**src/core/arru_pkg.sv**
```systemverilog
// Package: constants, types and decoding for the result readout block
// Behaviour
// - Manual fetch by command, or automatic push
// - Read-data command sends latest finished result
// - Ready line falls on each new result not pushed automatically
// - Pin 2 shows ready only when routed
// - Readable status bit flags a new result
// - Late result never disturbs running transmission
// - Counter byte leads frames in both modes
// - Integrity bytes follow data bytes without gap
// - CRC16 field is exactly two bytes
// - Inverted field is three or four bytes
// - Five 8-bit registers, read/write by command
// - Reset clears every register to zero
// - Power-down keeps register contents
// - Words LSB byte first, bytes LSB first
// - Integrity field: off, inverted, CRC16, reserved
// - Status bit clears when data is read
package arru_pkg;
  // Register addresses
  localparam logic [2:0] REG_GAIN = 3'h0;
  localparam logic [2:0] REG_RATE = 3'h1;
  localparam logic [2:0] REG_STAT = 3'h2;
  localparam logic [2:0] REG_ROUTE = 3'h3;
  localparam logic [2:0] REG_PINS = 3'h4;
  localparam int REG_COUNT = 5;
  localparam logic [7:0] REG_RESET = 8'h00;
  // Writable bit masks; reserved bits read zero, status bit reads the ready flag
  localparam logic [7:0] WMASK_STAT = 8'h7F;
  localparam logic [7:0] WMASK_ROUTE = 8'hFD;
  localparam logic [7:0] WMASK_PINS = 8'h7F;
  localparam logic [7:0] WMASK_FULL = 8'hFF;
  // Field positions
  localparam int READY_BIT = 7;
  localparam int CNT_EN_BIT = 6;
  localparam int INTEG_LSB = 4;
  localparam int AUTO_BIT = 0;
  localparam int PIN2_DIR_BIT = 6;
  localparam int PIN2_SEL_BIT = 3;
  localparam int PIN2_DAT_BIT = 2;
  // Integrity select codes
  localparam logic [1:0] INTEG_OFF = 2'h0;
  localparam logic [1:0] INTEG_INV = 2'h1;
  localparam logic [1:0] INTEG_CRC = 2'h2;
  localparam logic [15:0] CRC_POLY = 16'h1021;
  localparam logic [15:0] CRC_INIT = 16'hFFFF;
  // Command bytes
  localparam logic [7:0] SYNC_BYTE = 8'h55;
  localparam logic [6:0] OP_PDOWN = 7'h01;
  localparam logic [6:0] OP_RESET = 7'h03;
  localparam logic [6:0] OP_START = 7'h04;
  localparam logic [3:0] OP_RDATA = 4'h1;
  localparam logic [3:0] OP_REGISTER_READ_CMD = 4'h2;
  localparam logic [3:0] OP_REGISTER_WRITE_CMD = 4'h4;
  // Transmit timing
  localparam int CLK_HZ = 32'h05F5_E100;
  localparam int BAUD_RATE = 32'h0001_C200;
  localparam int BIT_CYCLES = CLK_HZ / BAUD_RATE;
  localparam int BAUD_W = 10;
  localparam logic [3:0] UART_BITS = 4'h9;
  // Command kinds
  typedef enum {CMD_NONE, CMD_RESET, CMD_START, CMD_PDOWN, CMD_RDATA, CMD_REGISTER_READ_CMD,
    CMD_REGISTER_WRITE_CMD} arru_cmd_type;
  // Command parser states
  typedef enum {P_SYNC, P_CMD, P_WDATA} arru_parse_type;

  // Classify one command byte
  function automatic arru_cmd_type arruDecode(input logic [7:0] b);
    arru_cmd_type k;
    k = CMD_NONE;
    if (b[7:1] == OP_RESET) k = CMD_RESET;
    else if (b[7:1] == OP_START) k = CMD_START;
    else if (b[7:1] == OP_PDOWN) k = CMD_PDOWN;
    else if (b[7:4] == OP_RDATA) k = CMD_RDATA;
    else if (b[7:4] == OP_REGISTER_READ_CMD) k = CMD_REGISTER_READ_CMD;
    else if (b[7:4] == OP_REGISTER_WRITE_CMD) k = CMD_REGISTER_WRITE_CMD;
    return k;
  endfunction : arruDecode
endpackage : arru_pkg

```
**src/core/arru_byte_if.sv**
```systemverilog
// Interface: byte stream with valid and ready
`timescale 1ns/1ps
interface arru_byte_if;
  logic [7:0] data; // Byte on offer
  logic valid; // Byte present
  logic ready; // Receiver takes it
  modport src (output data, output valid, input ready);
  modport snk (input data, input valid, output ready);
endinterface : arru_byte_if

```
**src/core/arru_byte_buffer.sv**
```systemverilog
// Two-entry byte buffer between frame builder and transmitter
`timescale 1ns/1ps
module arru_byte_buffer
  import arru_pkg::*;
(
  input logic clk,
  input logic rst,
  arru_byte_if.snk fill,
  arru_byte_if.src drain
);
  logic [7:0] mem_ff [2]; // Storage words
  logic wrPtr_ff; // Next write slot
  logic rdPtr_ff; // Next read slot
  logic [1:0] count_ff; // Words held
  logic wrFire; // Word accepted
  logic rdFire; // Word taken

  // Honest full and empty
  assign fill.ready = (count_ff != 2'h2);
  assign drain.valid = (count_ff != 2'h0);
  assign drain.data = mem_ff[rdPtr_ff];
  assign wrFire = fill.valid && fill.ready;
  assign rdFire = drain.valid && drain.ready;

  // Write side
  always_ff @(posedge clk or posedge rst) begin
    if (rst) begin
      mem_ff[0] <= 8'h00;
      mem_ff[1] <= 8'h00;
      wrPtr_ff <= 1'b0;
    end else if (wrFire) begin
      mem_ff[wrPtr_ff] <= fill.data;
      wrPtr_ff <= !wrPtr_ff;
    end
  end

  // Read side
  always_ff @(posedge clk or posedge rst) begin
    if (rst) rdPtr_ff <= 1'b0;
    else if (rdFire) rdPtr_ff <= !rdPtr_ff;
  end

  // Occupancy
  always_ff @(posedge clk or posedge rst) begin
    if (rst) count_ff <= 2'h0;
    else if (wrFire && !rdFire) count_ff <= count_ff + 2'h1;
    else if (rdFire && !wrFire) count_ff <= count_ff - 2'h1;
  end

  // Never overfilled
  a_buf_bound: assert property (@(posedge clk) disable iff (rst) count_ff <= 2'h2)
    else $error("buffer count out of range");
endmodule : arru_byte_buffer

```
**src/core/arru_result_uart.sv**
```systemverilog
// Result readout, register file and 8-N-1 transmitter of the converter
`timescale 1ns/1ps
module arru_result_uart
  import arru_pkg::*;
(
  input logic clk,
  input logic rst,
  input logic convDone,
  input logic [23:0] convData,
  input logic [7:0] rxData,
  input logic rxValid,
  output logic rxReady,
  output logic txPin,
  output logic resultReadyN,
  output logic pin2Out,
  output logic pin2Oe,
  output logic powerDown,
  output logic startPulse
);
  arru_byte_if bufIn (); // Frame builder to buffer
  arru_byte_if bufOut (); // Buffer to transmitter

  logic [7:0] cfgRegs_ff [REG_COUNT]; // Configuration registers
  logic resultReady_ff; // New result flag
  logic [23:0] resultData_ff; // Latest finished result
  logic [7:0] convCount_ff; // Conversion counter
  arru_parse_type pState_ff; // Command parser state
  logic [2:0] wrAddr_ff; // Address held for write
  logic [63:0] frameVec_ff; // Bytes of current frame
  logic [3:0] frameLen_ff; // Bytes in current frame
  logic [3:0] emitIdx_ff; // Next byte to push
  logic emitBusy_ff; // Frame being pushed
  logic pin2Out_ff; // Pin 2 level
  logic powerDown_ff; // Power-down state
  logic startPulse_ff; // Start request
  logic txBusy_ff; // Character in flight
  logic [8:0] txShift_ff; // Data and stop bits left
  logic [3:0] txBits_ff; // Bits still to send
  logic [BAUD_W-1:0] baudCnt_ff; // Bit period counter
  logic txPin_ff; // Line level

  logic rxFire; // Byte accepted
  arru_cmd_type cmdKind; // Kind of command byte
  logic rdataFire; // Read-data command
  logic rregFire; // Register read command
  logic wregFire; // Register write data byte
  logic resetFire; // Reset command
  logic autoMode; // Automatic push selected
  logic cntEn; // Counter byte enabled
  logic [1:0] integSel; // Integrity option
  logic autoLoad; // Push a fresh result
  logic frameLoad; // New frame taken
  logic [23:0] srcData; // Result for new frame
  logic [7:0] srcCnt; // Counter for new frame
  logic [63:0] nxtFrame; // Bytes for new frame
  logic [3:0] nxtLen; // Length of new frame
  logic [2:0] baseLen; // Counter plus data bytes
  logic [15:0] crcVal; // Check word
  logic baudTick; // End of one bit

  // Writable mask per address
  function automatic logic [7:0] wmask(input logic [2:0] a);
    case (a)
      REG_STAT: wmask = WMASK_STAT;
      REG_ROUTE: wmask = WMASK_ROUTE;
      REG_PINS: wmask = WMASK_PINS;
      default: wmask = WMASK_FULL;
    endcase
  endfunction : wmask

  // CRC16 over the first n bytes, each byte high bit first
  function automatic logic [15:0] crc16(input logic [31:0] v, input logic [2:0] n);
    logic [15:0] c;
    c = CRC_INIT;
    for (int b = 0; b < 4; b++) begin
      if (3'(b) < n) begin
        c = c ^ {v[8*b +: 8], 8'h00};
        for (int i = 0; i < 8; i++) begin
          c = c[15] ? ((c << 1) ^ CRC_POLY) : (c << 1);
        end
      end
    end
    return c;
  endfunction : crc16

  // Configuration fields steering the block
  assign autoMode = cfgRegs_ff[REG_ROUTE][AUTO_BIT];
  assign cntEn = cfgRegs_ff[REG_STAT][CNT_EN_BIT];
  assign integSel = cfgRegs_ff[REG_STAT][INTEG_LSB +: 2];

  // Commands wait while a frame is being pushed
  assign rxReady = !emitBusy_ff;
  assign rxFire = rxValid && rxReady;
  assign cmdKind = arruDecode(rxData);
  assign rdataFire = rxFire && (pState_ff == P_CMD) && (cmdKind == CMD_RDATA);
  assign rregFire = rxFire && (pState_ff == P_CMD) && (cmdKind == CMD_REGISTER_READ_CMD);
  assign resetFire = rxFire && (pState_ff == P_CMD) && (cmdKind == CMD_RESET);
  assign wregFire = rxFire && (pState_ff == P_WDATA);

  // Automatic push when idle and no command frame this cycle
  assign autoLoad = autoMode && convDone && !emitBusy_ff && !rdataFire && !rregFire;
  assign frameLoad = rdataFire || rregFire || autoLoad;

  // Parser: sync byte, command, optional data byte
  always_ff @(posedge clk or posedge rst) begin
    if (rst) begin
      pState_ff <= P_SYNC;
      wrAddr_ff <= 3'h0;
    end else if (rxFire) begin
      case (pState_ff)
        P_SYNC: begin
          if (rxData == SYNC_BYTE) pState_ff <= P_CMD;
        end
        P_CMD: begin
          wrAddr_ff <= rxData[3:1];
          pState_ff <= (cmdKind == CMD_REGISTER_WRITE_CMD) ? P_WDATA : P_SYNC;
        end
        P_WDATA: pState_ff <= P_SYNC;
        default: pState_ff <= P_SYNC;
      endcase
    end
  end

  // Register file; power-down leaves it untouched
  always_ff @(posedge clk or posedge rst) begin
    if (rst) begin
      for (int r = 0; r < REG_COUNT; r++) cfgRegs_ff[r] <= REG_RESET;
    end else if (resetFire) begin
      for (int r = 0; r < REG_COUNT; r++) cfgRegs_ff[r] <= REG_RESET;
    end else if (wregFire && (int'(wrAddr_ff) < REG_COUNT)) begin
      cfgRegs_ff[wrAddr_ff] <= rxData & wmask(wrAddr_ff);
    end
  end

  // Power state and start request
  always_ff @(posedge clk or posedge rst) begin
    if (rst) begin
      powerDown_ff <= 1'b0;
      startPulse_ff <= 1'b0;
    end else begin
      startPulse_ff <= rxFire && (pState_ff == P_CMD) && (cmdKind == CMD_START);
      if (resetFire) powerDown_ff <= 1'b0;
      else if (rxFire && (pState_ff == P_CMD) && (cmdKind == CMD_PDOWN)) powerDown_ff <= 1'b1;
      else if (rxFire && (pState_ff == P_CMD) && (cmdKind == CMD_START)) powerDown_ff <= 1'b0;
    end
  end

  // Latest result and counter
  always_ff @(posedge clk or posedge rst) begin
    if (rst) begin
      resultData_ff <= 24'h00_0000;
      convCount_ff <= 8'h00;
    end else if (resetFire) begin
      resultData_ff <= 24'h00_0000;
      convCount_ff <= 8'h00;
    end else if (convDone) begin
      resultData_ff <= convData;
      convCount_ff <= convCount_ff + 8'h01;
    end
  end

  // Status flag: a new result wins over a same-cycle manual read
  always_ff @(posedge clk or posedge rst) begin
    if (rst) resultReady_ff <= 1'b0;
    else if (resetFire) resultReady_ff <= 1'b0;
    else if (convDone && !autoLoad) resultReady_ff <= 1'b1;
    else if (autoLoad || rdataFire) resultReady_ff <= 1'b0;
  end

  // Ready line is the inverted status flag
  assign resultReadyN = !resultReady_ff;

  // Pin 2: ready line only when driven and routed
  always_ff @(posedge clk or posedge rst) begin
    if (rst) pin2Out_ff <= 1'b0;
    else if (cfgRegs_ff[REG_PINS][PIN2_SEL_BIT]) pin2Out_ff <= resultReadyN;
    else pin2Out_ff <= cfgRegs_ff[REG_PINS][PIN2_DAT_BIT];
  end
  assign pin2Out = pin2Out_ff;
  assign pin2Oe = cfgRegs_ff[REG_PINS][PIN2_DIR_BIT];

  // Fresh result in automatic mode, stored one otherwise
  assign srcData = autoLoad ? convData : resultData_ff;
  assign srcCnt = autoLoad ? (convCount_ff + 8'h01) : convCount_ff;
  assign baseLen = cntEn ? 3'h4 : 3'h3;

  // Build the frame bytes, first byte in the low lane
  always_comb begin
    nxtFrame = 64'h0000_0000_0000_0000;
    nxtLen = 4'h0;
    crcVal = 16'h0000;
    if (rregFire) begin
      nxtFrame[7:0] = (int'(rxData[3:1]) < REG_COUNT) ? cfgRegs_ff[rxData[3:1]] : 8'h00;
      if (rxData[3:1] == REG_STAT) nxtFrame[READY_BIT] = resultReady_ff;
      nxtLen = 4'h1;
    end else begin
      if (cntEn) nxtFrame[31:0] = {srcData, srcCnt};
      else nxtFrame[31:0] = {8'h00, srcData};
      nxtLen = {1'b0, baseLen};
      crcVal = crc16(nxtFrame[31:0], baseLen);
      case (integSel)
        INTEG_INV: begin
          for (int b = 0; b < 4; b++) begin
            if (3'(b) < baseLen) nxtFrame[8*(int'(baseLen)+b) +: 8] = ~nxtFrame[8*b +: 8];
          end
          nxtLen = {baseLen, 1'b0};
        end
        INTEG_CRC: begin
          nxtFrame[8*int'(baseLen) +: 16] = crcVal;
          nxtLen = {1'b0, baseLen} + 4'h2;
        end
        default: nxtLen = {1'b0, baseLen};
      endcase
    end
  end

  // Frame pusher; a newer result waits for the next load
  always_ff @(posedge clk or posedge rst) begin
    if (rst) begin
      frameVec_ff <= 64'h0000_0000_0000_0000;
      frameLen_ff <= 4'h0;
      emitIdx_ff <= 4'h0;
      emitBusy_ff <= 1'b0;
    end else if (frameLoad) begin
      frameVec_ff <= nxtFrame;
      frameLen_ff <= nxtLen;
      emitIdx_ff <= 4'h0;
      emitBusy_ff <= 1'b1;
    end else if (emitBusy_ff && bufIn.ready) begin
      emitIdx_ff <= emitIdx_ff + 4'h1;
      if (emitIdx_ff == frameLen_ff - 4'h1) emitBusy_ff <= 1'b0;
    end
  end
  assign bufIn.valid = emitBusy_ff;
  assign bufIn.data = frameVec_ff[8*emitIdx_ff +: 8];

  // Two-entry buffer absorbs transmitter stalls
  arru_byte_buffer uBuffer (
    .clk(clk),
    .rst(rst),
    .fill(bufIn.snk),
    .drain(bufOut.src)
  );

  // Transmitter takes a byte only when idle
  assign bufOut.ready = !txBusy_ff;
  assign baudTick = (baudCnt_ff == BAUD_W'(BIT_CYCLES - 1));

  // Bit period counter
  always_ff @(posedge clk or posedge rst) begin
    if (rst) baudCnt_ff <= '0;
    else if (!txBusy_ff || baudTick) baudCnt_ff <= '0;
    else baudCnt_ff <= baudCnt_ff + BAUD_W'(1);
  end

  // Start bit, eight data bits LSB first, stop bit
  always_ff @(posedge clk or posedge rst) begin
    if (rst) begin
      txBusy_ff <= 1'b0;
      txShift_ff <= 9'h1FF;
      txBits_ff <= 4'h0;
      txPin_ff <= 1'b1;
    end else if (!txBusy_ff) begin
      if (bufOut.valid) begin
        txBusy_ff <= 1'b1;
        txShift_ff <= {1'b1, bufOut.data};
        txBits_ff <= UART_BITS;
        txPin_ff <= 1'b0;
      end
    end else if (baudTick) begin
      if (txBits_ff == 4'h0) begin
        txBusy_ff <= 1'b0;
      end else begin
        txPin_ff <= txShift_ff[0];
        txShift_ff <= {1'b1, txShift_ff[8:1]};
        txBits_ff <= txBits_ff - 4'h1;
      end
    end
  end

  assign txPin = txPin_ff;
  assign powerDown = powerDown_ff;
  assign startPulse = startPulse_ff;

  // Checks; counter setting taken from the load cycle, a write may land with it
  a_auto_push: assert property (@(posedge clk) disable iff (rst)
    (autoMode && convDone && !emitBusy_ff && !rregFire && !rdataFire) |=>
    emitBusy_ff && frameVec_ff[8*int'($past(cntEn)) +: 24] == $past(convData))
    else $error("automatic frame missing");
  a_rdata_load: assert property (@(posedge clk) disable iff (rst)
    (rdataFire && !cntEn) |=> frameVec_ff[23:0] == $past(resultData_ff))
    else $error("read-data frame has wrong result");
  a_ready_fall: assert property (@(posedge clk) disable iff (rst)
    (convDone && !autoMode && !resetFire) |=> !resultReadyN && resultReady_ff)
    else $error("ready line did not fall");
  a_pin2_route: assert property (@(posedge clk) disable iff (rst)
    (pin2Oe && cfgRegs_ff[REG_PINS][PIN2_SEL_BIT]) |=> pin2Out == $past(resultReadyN))
    else $error("pin 2 not showing ready");
  a_status_clear: assert property (@(posedge clk) disable iff (rst)
    (rdataFire && !convDone) |=> !resultReady_ff ##1 (resultReady_ff == $past(convDone)))
    else $error("status not cleared by read");
  a_frame_stable: assert property (@(posedge clk) disable iff (rst)
    emitBusy_ff |=> $stable(frameVec_ff))
    else $error("frame changed during transmission");
  a_crc_len: assert property (@(posedge clk) disable iff (rst)
    (frameLoad && !rregFire && integSel == INTEG_CRC) |=>
    frameLen_ff == ($past(cntEn) ? 4'h6 : 4'h5))
    else $error("CRC field not two bytes");
  a_inv_len: assert property (@(posedge clk) disable iff (rst)
    (frameLoad && !rregFire && integSel == INTEG_INV) |=>
    frameLen_ff == ($past(cntEn) ? 4'h8 : 4'h6))
    else $error("inverted field wrong length");
  a_reg_reset: assert property (@(posedge clk) disable iff (rst)
    resetFire |=> cfgRegs_ff[REG_STAT] == REG_RESET && cfgRegs_ff[REG_ROUTE] == REG_RESET)
    else $error("registers not cleared");
  a_pd_hold: assert property (@(posedge clk) disable iff (rst)
    (powerDown_ff && !wregFire && !resetFire) |=> $stable(cfgRegs_ff[REG_RATE]))
    else $error("register changed in power-down");
  a_tx_start: assert property (@(posedge clk) disable iff (rst)
    $rose(txBusy_ff) |-> !txPin ##1 (!txPin)[*8])
    else $error("start bit too short");

  c_auto_frame: cover property (@(posedge clk) disable iff (rst) autoLoad);
  c_rdata_crc: cover property (@(posedge clk) disable iff (rst)
    rdataFire && integSel == INTEG_CRC);
  c_reg_write: cover property (@(posedge clk) disable iff (rst) wregFire);
  c_buffer_full: cover property (@(posedge clk) disable iff (rst) emitBusy_ff && !bufIn.ready);
endmodule : arru_result_uart

```
**config.mk**
```make
export PLATFORM = sky130hd
export DESIGN_NAME = arru_result_uart
export DESIGN_NICKNAME = d
export VERILOG_FILES = /design/src/core/arru_pkg.sv /design/src/core/arru_byte_if.sv /design/src/core/arru_byte_buffer.sv /design/src/core/arru_result_uart.sv
export SDC_FILE = /design/constraint.sdc
export NUM_CORES = 1
export LEC_CHECK = 0
export CAP_MARGIN = 0
export CORE_ASPECT_RATIO = 0.9
export CORE_MARGIN = 2
export CORE_UTILIZATION = 37
export DETAILED_ROUTE_END_ITERATION = 8
export DONT_BUFFER_PORTS = 1
export MAX_ROUTING_LAYER = met4
export RECOVER_POWER = 50
export SYNTH_ARGS = -nofsm -noshare
export SYNTH_HDL_FRONTEND = slang
export SYNTH_HIERARCHICAL = 1
export SYNTH_SLANG_ARGS = --single-unit
export TNS_END_PERCENT = 5
```
**constraint.sdc**
```tcl
create_clock -name clk -period 5.75 [get_ports clk]
set_input_delay 1.15 -clock clk [delete_from_list [all_inputs] [get_ports clk]]
set_output_delay 1.15 -clock clk [all_outputs]
set_load 0.02 [all_outputs]
```
==> impl_metrics.csv, run 1 <==
group,metric,value,unit
sta,min_period_over_period,0.829,
grt,grt_pass1_wl,54100,µm
sta,finalHoldViolations,0,
sta,fin_crit,4770,ps
yosys,synth_ff_type,"dfrtp_1",
place,place_ws,692,ps
cts,cts_tree,"built",
cts,cts_buffer_depth,2,
power,ir_drop,0.000284,V
layout,fin_util,0.411,
sta,worst_slew_pin_slew,1200,ps
sta,fin_ws,984,ps
sta,slew_viol_final,0,
layout,fill_cells,3150,
detailed_routing,dr.pass1.iters,7,
sta,worst_hold_slack,487,ps
cts,path_clk_slew,80,ps
detailed_routing,num_vias,8905,
layout,drive_gt1_frac,0.140,
cts,root_buffer,"clkbuf_16",
floorplan,io_pins,43,
place,place_hpwl,25100,µm
layout,syn_to_final_growth,8.49,%
cts,cts_resized,0,
layout,fin_area,0.0132,mm²
place,io_buffers,0,
yosys,ys_seq_elements,197,
sta,finalClockSkew,14.9,ps
job,maxCapViolations,0,
power,power_leakage,5.81,nW
setup_path,worstSetupPathType,"reg2reg",
yosys,ys_warn_count,6,
layout,insertedDiodeCount,0,
cts,htreeDepth,4,
detailed_routing,drcViolationCount,0,
floorplan,die_h,176,µm
yosys,yosysSeqAreaShare,0.406,
detailed_routing,wl_per_cell,22.2,µm
cts,clock_latency,460,ps
sta,fmax,210,MHz
cts,numCtsBuffers,17,
power,powerDensity,310,mW/mm²
sta,setup_viol_count_final,0,
floorplan,coreArea,0.0321,mm²
setup_path,crit_path_end_kind,"flop",
yosys,syn_avg_cell_area,10.4,µm²
cts,hold_buffers,0,
cts,clkSinkCount,197,
hold_path,hp-class,"reg2reg",
floorplan,placementRows,62,
yosys,ys_types,83,
detailed_routing,routed_via_density,5.70,
floorplan,initial_core_util,0.379,
detailed_routing,antenna_left,0,
yosys,synth_area_leaders,"dfrtp_1 39%, mux2i_1 8.3%, mux4_2 5.4%, nor2_1 4.7%, xnor2_1 4.5%",
sta,rsz0062_at_grt,"false",
place,dpl_cell_area,0.0126,mm²
yosys,synth_nets,1211,
setup_path,cp.required,6070,ps
setup_path,worstPathArrival,5090,ps
yosys,async_flop_share,1.00,
setup_path,cp_max_fo,9,
detailed_routing,detail_route.iter0.violations,790,
layout,nets,1177,
yosys,yosysTopAreaCellShare,0.387,
detailed_routing,wl,34700,µm
setup_path,cp-start-kind,"flop",
sta,setup-tns-final,0,ps
grt,grt_max_degree,154,
grt,grt.total_usage,0.215,
floorplan,die_w,195,µm
run_status,status,"finished clean",
yosys,syn_inst,1167,
grt,overflow,0,
cts,post_cts_buffers,0,
grt,antenna_found_initial,0,
grt,grt_pass1_vias,8664,
yosys,synth_top_area_cell,"dfrtp_1",
sta,slew_headroom,0.196,
yosys,synth_area,0.0122,mm²
yosys,synth_enable_flop_cells,0,
place,gp_congestion,0.992,
floorplan,dieArea,0.0343,mm²
[layout make-up]
cell class,count,area (µm²),share of cell area
clock inverter,15,189,0.0143
multi-input combinational,861,6800,0.515
inverter,29,110,0.00835
timing repair buffer,27,208,0.0157
clock buffer,17,425,0.0322
tap,416,520,0.0395
sequential,197,4940,0.375
[flip-flops by register name, indices dropped and copies added (netlist names), 3 cells and up]
name            cells
emitIdx_ff          4
txShift_ff          8
baudCnt_ff         10
cfgRegs_ff         37
txBits_ff           4
frameLen_ff         4
resultData_ff      24
uBuffer/mem_ff     16
wrAddr_ff           3
frameVec_ff        64
convCount_ff        8
[final timing paths]
kind,end,start,slack (ps),depth (start not counted)
min in group asynchronous,uBuffer/rdPtr_ff,rst,720,1
hold reg to reg,frameVec_ff[56],frameVec_ff[56],490,2
hold / removal,frameVec_ff[56],frameVec_ff[56],490,2
max in group asynchronous,convCount_ff[3],rst,3610,2
setup reg to reg,frameVec_ff[40],bufIn.valid,980,11
setup / recovery,frameVec_ff[40],bufIn.valid,980,11
[layer usage]
metal,up-vias,GRT usage,share of wire
met5,-,-,0
met4,0,0.0573,0.018
met3,31,0.0609,0.079
met2,280,0.295,0.42
met1,4486,0.308,0.48
li1,4108,-,-
[stage by stage]
step                      total power [W]  cells
final                             0.00409   1562
after global routing              0.00427   1562
after CTS                         0.00410   1562
after detailed placement          0.00283   1530
after global placement            0.00283   1530
after floorplan                   0.00257   1167
[critical path, cell delays in order (launching register included)]
cell and delay (ps):
dfrtp_1 510, clkbuf_1 330, nand4bb_1 580, o311ai_0 570, xnor2_1 300, mux2i_4 410, xnor3_1 550, xnor2_2 190
xnor2_1 540, xnor2_1 300, xor2_1 230, o221ai_2 120
[synthesized netlist by cell type, types with 5 or more instances]
cell,count
mux2i_1,101
nand3_1,24
a221o_1,5
dfrtp_1,188
ha_1,8
nand2b_1,7
buf_1,8
o21ai_0,36
xnor2_2,7
o211ai_1,8
a221oi_1,8
mux2_4,9
nor2b_1,6
and3_1,5
a21oi_1,55
o221ai_1,12
a211oi_1,7
o31ai_1,5
xnor2_1,62
o21ai_1,18
nand2_1,87
a31oi_1,8
a22o_1,29
nor3_1,10
inv_1,28
mux4_2,29
buf_2,10
mux2_2,21
clkbuf_1,57
nor2_1,153
xor2_1,37
xnor3_1,18
dfstp_2,9
and2_1,5
o22ai_1,7
[cells in the final DEF (no fill, tap or decap), types with 6 or more instances in the layout]
cell / synthesis / layout
dfrtp_1: 188 / 187
nor2_1: 153 / 151
mux2i_1: 101 / 101
nand2_1: 87 / 87
xnor2_1: 62 / 62
a21oi_1: 55 / 55
xor2_1: 37 / 37
o21ai_0: 36 / 36
a22o_1: 29 / 29
mux4_2: 29 / 29
inv_1: 28 / 27
nand3_1: 24 / 24
buf_4: 1 / 24
mux2_2: 21 / 21
o21ai_1: 18 / 18
xnor3_1: 18 / 18
clkbuf_16: 0 / 17
o221ai_1: 12 / 12
nor3_1: 10 / 10
mux2_4: 9 / 9
dfstp_2: 9 / 9
o211ai_1: 8 / 8
a31oi_1: 8 / 8
a221oi_1: 8 / 8
ha_1: 8 / 8
nand2b_1: 7 / 7
a211oi_1: 7 / 7
o22ai_1: 7 / 7
xnor2_2: 7 / 7
nor2b_1: 6 / 6
[kinds of logic after synthesis]
logic type,Yosys count,share of synthesized area
flip-flops,197,0.406
AO/OA/AOI/OAI,228,0.130
multiplexers,166,0.175
buffers and inverters,109,0.0375
XOR/XNOR,127,0.120
AND/OR/NAND/NOR,332,0.123
adder cells (fa/ha/maj),8,0.00823
[power by group]
group | switching [W] | leakage (nW) | internal (W)
Clock | 0.000661 | 0.300 | 0.000603
Sequential | 0.0000648 | 2.57 | 0.00142
Combinational | 0.000697 | 2.94 | 0.000635
Total | 0.00142 | 5.81 | 0.00266
Power figures use the tool's default switching activity.
==> run 2: changes to the inputs <==
==> constraint.sdc (replaced) <==
create_clock -name clk -period 4.2 [get_ports clk]
set_input_delay 0.84 -clock clk [delete_from_list [all_inputs] [get_ports clk]]
set_output_delay 0.84 -clock clk [all_outputs]
set_load 0.02 [all_outputs]
==> impl_metrics.csv, run 2 (synthesis gave the netlist of run 1 again) <==
group,metric,value,unit
sta,slew_viol_final,184,
setup_path,cp.required,4560,ps
grt,overflow,0,
grt,antenna_found_initial,1,
layout,drive_gt1_frac,0.191,
cts,numCtsBuffers,17,
setup_path,crit_family,"XOR/XNOR gates",
detailed_routing,dr.pass1.iters,5,
layout,largest_register,"frameVec_ff",
setup_path,crit_buf_inv,1,
layout,fill_cells,3133,
place,place_hpwl,26200,µm
cts,path_clk_slew,80,ps
power,switching_share,0.325,
sta,setup_viol_count_final,0,
hold_path,hp-class,"in2async",
power,switching_power,0.00191,W
floorplan,die_h,176,µm
cts,clkSinkCount,197,
sta,fin_crit,4090,ps
layout,final_cell_mix,"187 x dfrtp_1, 151 x nor2_1, 100 x mux2i_1, 94 x buf_4, 87 x nand2_1",
layout,fin_util,0.428,
floorplan,die_w,195,µm
cts,htreeDepth,4,
power,power_frac_clock,0.285,
floorplan,placementRows,62,
power,p_total,0.00587,W
detailed_routing,detail_route.iter0.violations,827,
layout,nets,1252,
sta,worst_slew_pin_slew,2070,ps
setup_path,crit_slowest_cell,"o311ai_0",
cts,cts_buffer_depth,2,
run_status,status,"complete, but fails checks",
power,powerDensity,427,mW/mm²
sta,finalClockSkew,11.2,ps
layout,reg.largest.list,"frameVec_ff x64, cfgRegs_ff x37, resultData_ff x24",
floorplan,coreArea,0.0321,mm²
detailed_routing,num_vias,9295,
sta,rsz0062_at_grt,"false",
grt,grt_pass1_wl,56000,µm
layout,syn_to_final_growth,13.1,%
cts,cts_tree,"built",
layout,largest_register_ffs,64,
floorplan,dieArea,0.0343,mm²
sta,slew_headroom,-0.383,
power,power_leakage,6.16,nW
setup_path,cp-start-kind,"flop",
floorplan,io_pins,43,
detailed_routing,wl,35400,µm
job,maxCapViolations,4,
cts,clock_latency,450,ps
power,intPower,0.00396,W
setup_path,critPathMaxStageDelay,600,ps
layout,final_common_cell,"dfrtp_1",
sta,min_period_over_period,0.973,
setup_path,crit_path_end_kind,"flop",
layout,seq_area,0.00494,mm²
sta,fmax,245,MHz
cts,root_buffer,"clkbuf_16",
power,ir_drop,0.000429,V
detailed_routing,wl_per_cell,21.6,µm
grt,grt_max_degree,68,
setup_path,path_cells,"nand4bb_1 -> o311ai_0 -> xnor2_1 -> mux2i_4 -> xnor3_1 -> xnor2_2 -> xnor2_1 -> buf_4 -> xnor2_1 -> nand2_1 -> xor2_1 -> o21ai_1",
sta,setup-tns-final,0,ps
sta,finalHoldViolations,0,
grt,grt_pass1_vias,9132,
run_status,violations,"capacitance limit, slew limit",
detailed_routing,antenna_left,0,
setup_path,worstPathArrival,4450,ps
layout,multiInputGateArea,0.00681,mm²
power,seq_power_share,0.344,
grt,grt.total_usage,0.220,
floorplan,initial_core_util,0.379,
setup_path,cp_max_fo,5,
detailed_routing,routed_via_density,5.67,
power,p_comb_frac,0.371,
detailed_routing,drcViolationCount,0,
place,gp_congestion,0.934,
setup_path,crit_path_frequent_cell,"xnor2_1",
place,io_buffers,0,
setup_path,worstSetupPathType,"reg2reg",
run 2: path summary, 6_finish.rpt:
kind | slack [ps] | from | end | depth (start not counted)
setup reg to reg | 110 | bufIn.valid | frameVec_ff[35] | 12
min in group clk | 450 | rxData[5] | startPulse | 1
setup / recovery | 110 | bufIn.valid | frameVec_ff[35] | 12
hold / removal | 410 | rst | uBuffer/mem_ff[0] | 1
max in group asynchronous | 830 | rst | cfgRegs_ff[22] | 2
hold reg to reg | 480 | frameVec_ff[27] | frameVec_ff[27] | 2
run 2: per-stage QoR:
stage / instances / hold WS, ps / cell area (µm²) / worst slack, ps
4_1_cts: 1637 / 431 / 13800 / 198
3_3_place_gp: 1605 / 461 / 13200 / 36.7
5_1_grt: 1638 / 434 / 13800 / 20.7
2_1_floorplan: 1167 / 421 / 12200 / 107
6_report: 1638 / 412 / 13800 / 114
3_5_place_dp: 1605 / 470 / 13200 / 28.2
run 2: what timing repair did:
item	in CTS	in global routing
setup endpoints to repair	0	1
resized for setup	0	1
setup buffers	0	0
hold buffers	0	0
run 2: metal layers:
layer,part of all wire,up-vias,track usage
li1,-,4265,-
met1,0.48,4693,0.324
met2,0.44,305,0.316
met3,0.068,32,0.0397
met4,0.013,0,0.0468
met5,0,-,-
run 2: cell type report:
class | instances | share of cell area
clock inverter | 13 | 0.0102
multi-input combinational | 861 | 0.495
sequential | 197 | 0.359
antenna | 1 | 0.000182
clock buffer | 19 | 0.0322
inverter | 29 | 0.00801
timing repair buffer | 102 | 0.0571
tap | 416 | 0.0378
run 2: power by group through the flow:
stage / Clock [W] / Sequential [W] / Combinational, W
2_1_floorplan: 0 / 0.00202 / 0.00150
3_3_place_gp: 0 / 0.00205 / 0.00215
3_5_place_dp: 0 / 0.00206 / 0.00216
4_1_cts: 0.00170 / 0.00202 / 0.00217
5_1_grt: 0.00178 / 0.00203 / 0.00234
6_report: 0.00167 / 0.00202 / 0.00218
==> run 3: changes to the inputs <==
--- a/config.mk
+++ b/config.mk
@@ -12,7 +12,9 @@
 export DETAILED_ROUTE_END_ITERATION = 8
 export DONT_BUFFER_PORTS = 1
 export MAX_ROUTING_LAYER = met4
+export PLACE_DENSITY = 0.51
 export RECOVER_POWER = 50
+export SLEW_MARGIN = 20
 export SYNTH_ARGS = -nofsm -noshare
 export SYNTH_HDL_FRONTEND = slang
 export SYNTH_HIERARCHICAL = 1
==> constraint.sdc (replaced) <==
create_clock -name clk -period 3.5 [get_ports clk]
set_input_delay 0.7 -clock clk [delete_from_list [all_inputs] [get_ports clk]]
set_output_delay 0.7 -clock clk [all_outputs]
set_load 0.02 [all_outputs]
==> impl_metrics.csv, run 3 (synthesis gave the netlist of run 1 again) <==
group,metric,value,unit
setup_path,cp-start-kind,"flop",
cts,hold_buffers,0,
grt,grt_pass1_vias,9467,
cts,htreeDepth,4,
place,dp.cells,1697,
layout,fill_cells,3063,
cts,cts_buffer_depth,2,
layout,final_cell_mix,"198 x buf_4, 186 x dfrtp_1, 150 x nor2_1, 97 x mux2i_1, 87 x nand2_1",
cts,root_buffer,"clkbuf_16",
setup_path,worstSetupPathType,"reg2reg",
layout,nets,1369,
layout,largest_register,"frameVec_ff",
job,maxCapViolations,1,
setup_path,r2r_slack,-340,ps
power,powerDensity,520,mW/mm²
run_status,status,"complete, but fails checks",
cts,clock_latency,460,ps
layout,largest_register_ffs,64,
power,ir_drop,0.000402,V
setup_path,cp.required,3820,ps
grt,grt_max_degree,80,
setup_path,timing.rr.start,"bufIn.valid",
place,place_ws,-590,ps
detailed_routing,routed_via_density,5.44,
grt,grt_pass1_wl,57700,µm
grt,antenna_found_initial,1,
detailed_routing,detail_route.iter0.violations,805,
layout,drive_gt1_frac,0.303,
sta,slew_viol_final,35,
sta,fin_ws,-344,ps
setup_path,r2r_cells,16,
sta,slew_headroom,-0.0462,
grt,overflow,0,
floorplan,die_h,176,µm
sta,fmax,260,MHz
place,gp_congestion,0.861,
detailed_routing,wl,36900,µm
detailed_routing,dr.pass1.iters,4,
sta,finalHoldViolations,0,
floorplan,io_pins,43,
floorplan,dieArea,0.0343,mm²
setup_path,crit_path_end_kind,"flop",
setup_path,cp_max_fo,10,
layout,reg.largest.list,"frameVec_ff x64, cfgRegs_ff x37, resultData_ff x24",
grt,grt.total_usage,0.228,
run_status,violations,"capacitance limit, slew limit, setup timing",
detailed_routing,antenna_left,0,
sta,setup_viol_count_final,20,
cts,cts_tree,"built",
sta,min_period_over_period,1.10,
detailed_routing,num_vias,9544,
layout,fin_util,0.474,
setup_path,worstPathArrival,4170,ps
floorplan,placementRows,62,
detailed_routing,wl_per_cell,21.0,µm
hold_path,hp-class,"in2async",
power,power_leakage,6.92,nW
sta,finalClockSkew,14.4,ps
floorplan,initial_core_util,0.379,
sta,rsz0062_at_grt,"true",
place,io_buffers,0,
layout,syn_to_final_growth,25.2,%
detailed_routing,drcViolationCount,0,
cts,clkSinkCount,197,
layout,final_common_cell,"buf_4",
place,place_hpwl,27200,µm
cts,numCtsBuffers,17,
floorplan,coreArea,0.0321,mm²
setup_path,cp-startpoint,"bufIn.valid",
cts,path_clk_slew,80,ps
sta,fin_crit,3840,ps
sta,worst_slew_pin_slew,1560,ps
layout,stdcell_count,1755,
floorplan,die_w,195,µm
-- run 3: metrics by stage --
| stage | power [W] | hold WS, ps | setup TNS [ps] | cell area [µm²] |
|---|---|---|---|---|
| final | 0.00792 | 275 | -4700 | 15200 |
| after global routing | 0.00829 | 290 | -7730 | 15200 |
| after floorplan | 0.00423 | 421 | -5980 | 12200 |
| after detailed placement | 0.00536 | 467 | -10160 | 13900 |
| after CTS | 0.00777 | 271 | -3740 | 14900 |
| after global placement | 0.00535 | 459 | -9690 | 13900 |
-- run 3: path summary, 6_finish.rpt --
check,to
setup / recovery,frameVec_ff[38]
hold / removal,uBuffer/mem_ff[0]
setup reg to reg,frameVec_ff[38]
hold reg to reg,frameVec_ff[27]
max in group asynchronous,resultData_ff[15]
min in group clk,startPulse
-- run 3: report_power, final --
part	switching [W]	leakage [nW]	internal, W
Combinational	0.00147	4.04	0.00195
Sequential	0.0000719	2.57	0.00234
Clock	0.00104	0.305	0.00104
-- run 3: per-layer routing --
layer,share of wire,global-route usage
met4,0.021,0.0588
met2,0.44,0.334
met1,0.48,0.327
met5,0,-
met3,0.056,0.0403
-- run 3: final cells by class --
type,instances,area [µm²],area share
tap,416,520,0.0342
inverter,29,110,0.00723
timing repair buffer,219,1800,0.118
clock inverter,15,205,0.0135
antenna,1,2.50,0.000164
clock buffer,17,425,0.0279
sequential,197,4940,0.325
multi-input combinational,861,7220,0.474
-- run 3: what timing repair did --
action / in CTS / in global routing
cloned: 2 / 0
resized for setup: 36 / 48
buffers inserted: 6 / 17
endpoints found under the setup margin: 21 / 26
pin swaps: 19 / 27
hold endpoints to repair: 0 / 0
-- run 3: critical path, stage by stage (launching register included) --
cell,delay [ps]
dfrtp_2,450
buf_4,160
nand3b_1,210
a31oi_4,270
buf_12,180
buf_12,110
mux4_2,360
xnor2_2,230
xnor3_2,420
xnor2_1,220
buf_4,160
nor4_2,40
nor4_1,330
buf_4,200
xnor2_4,130
xnor2_1,150
o21ai_1,70
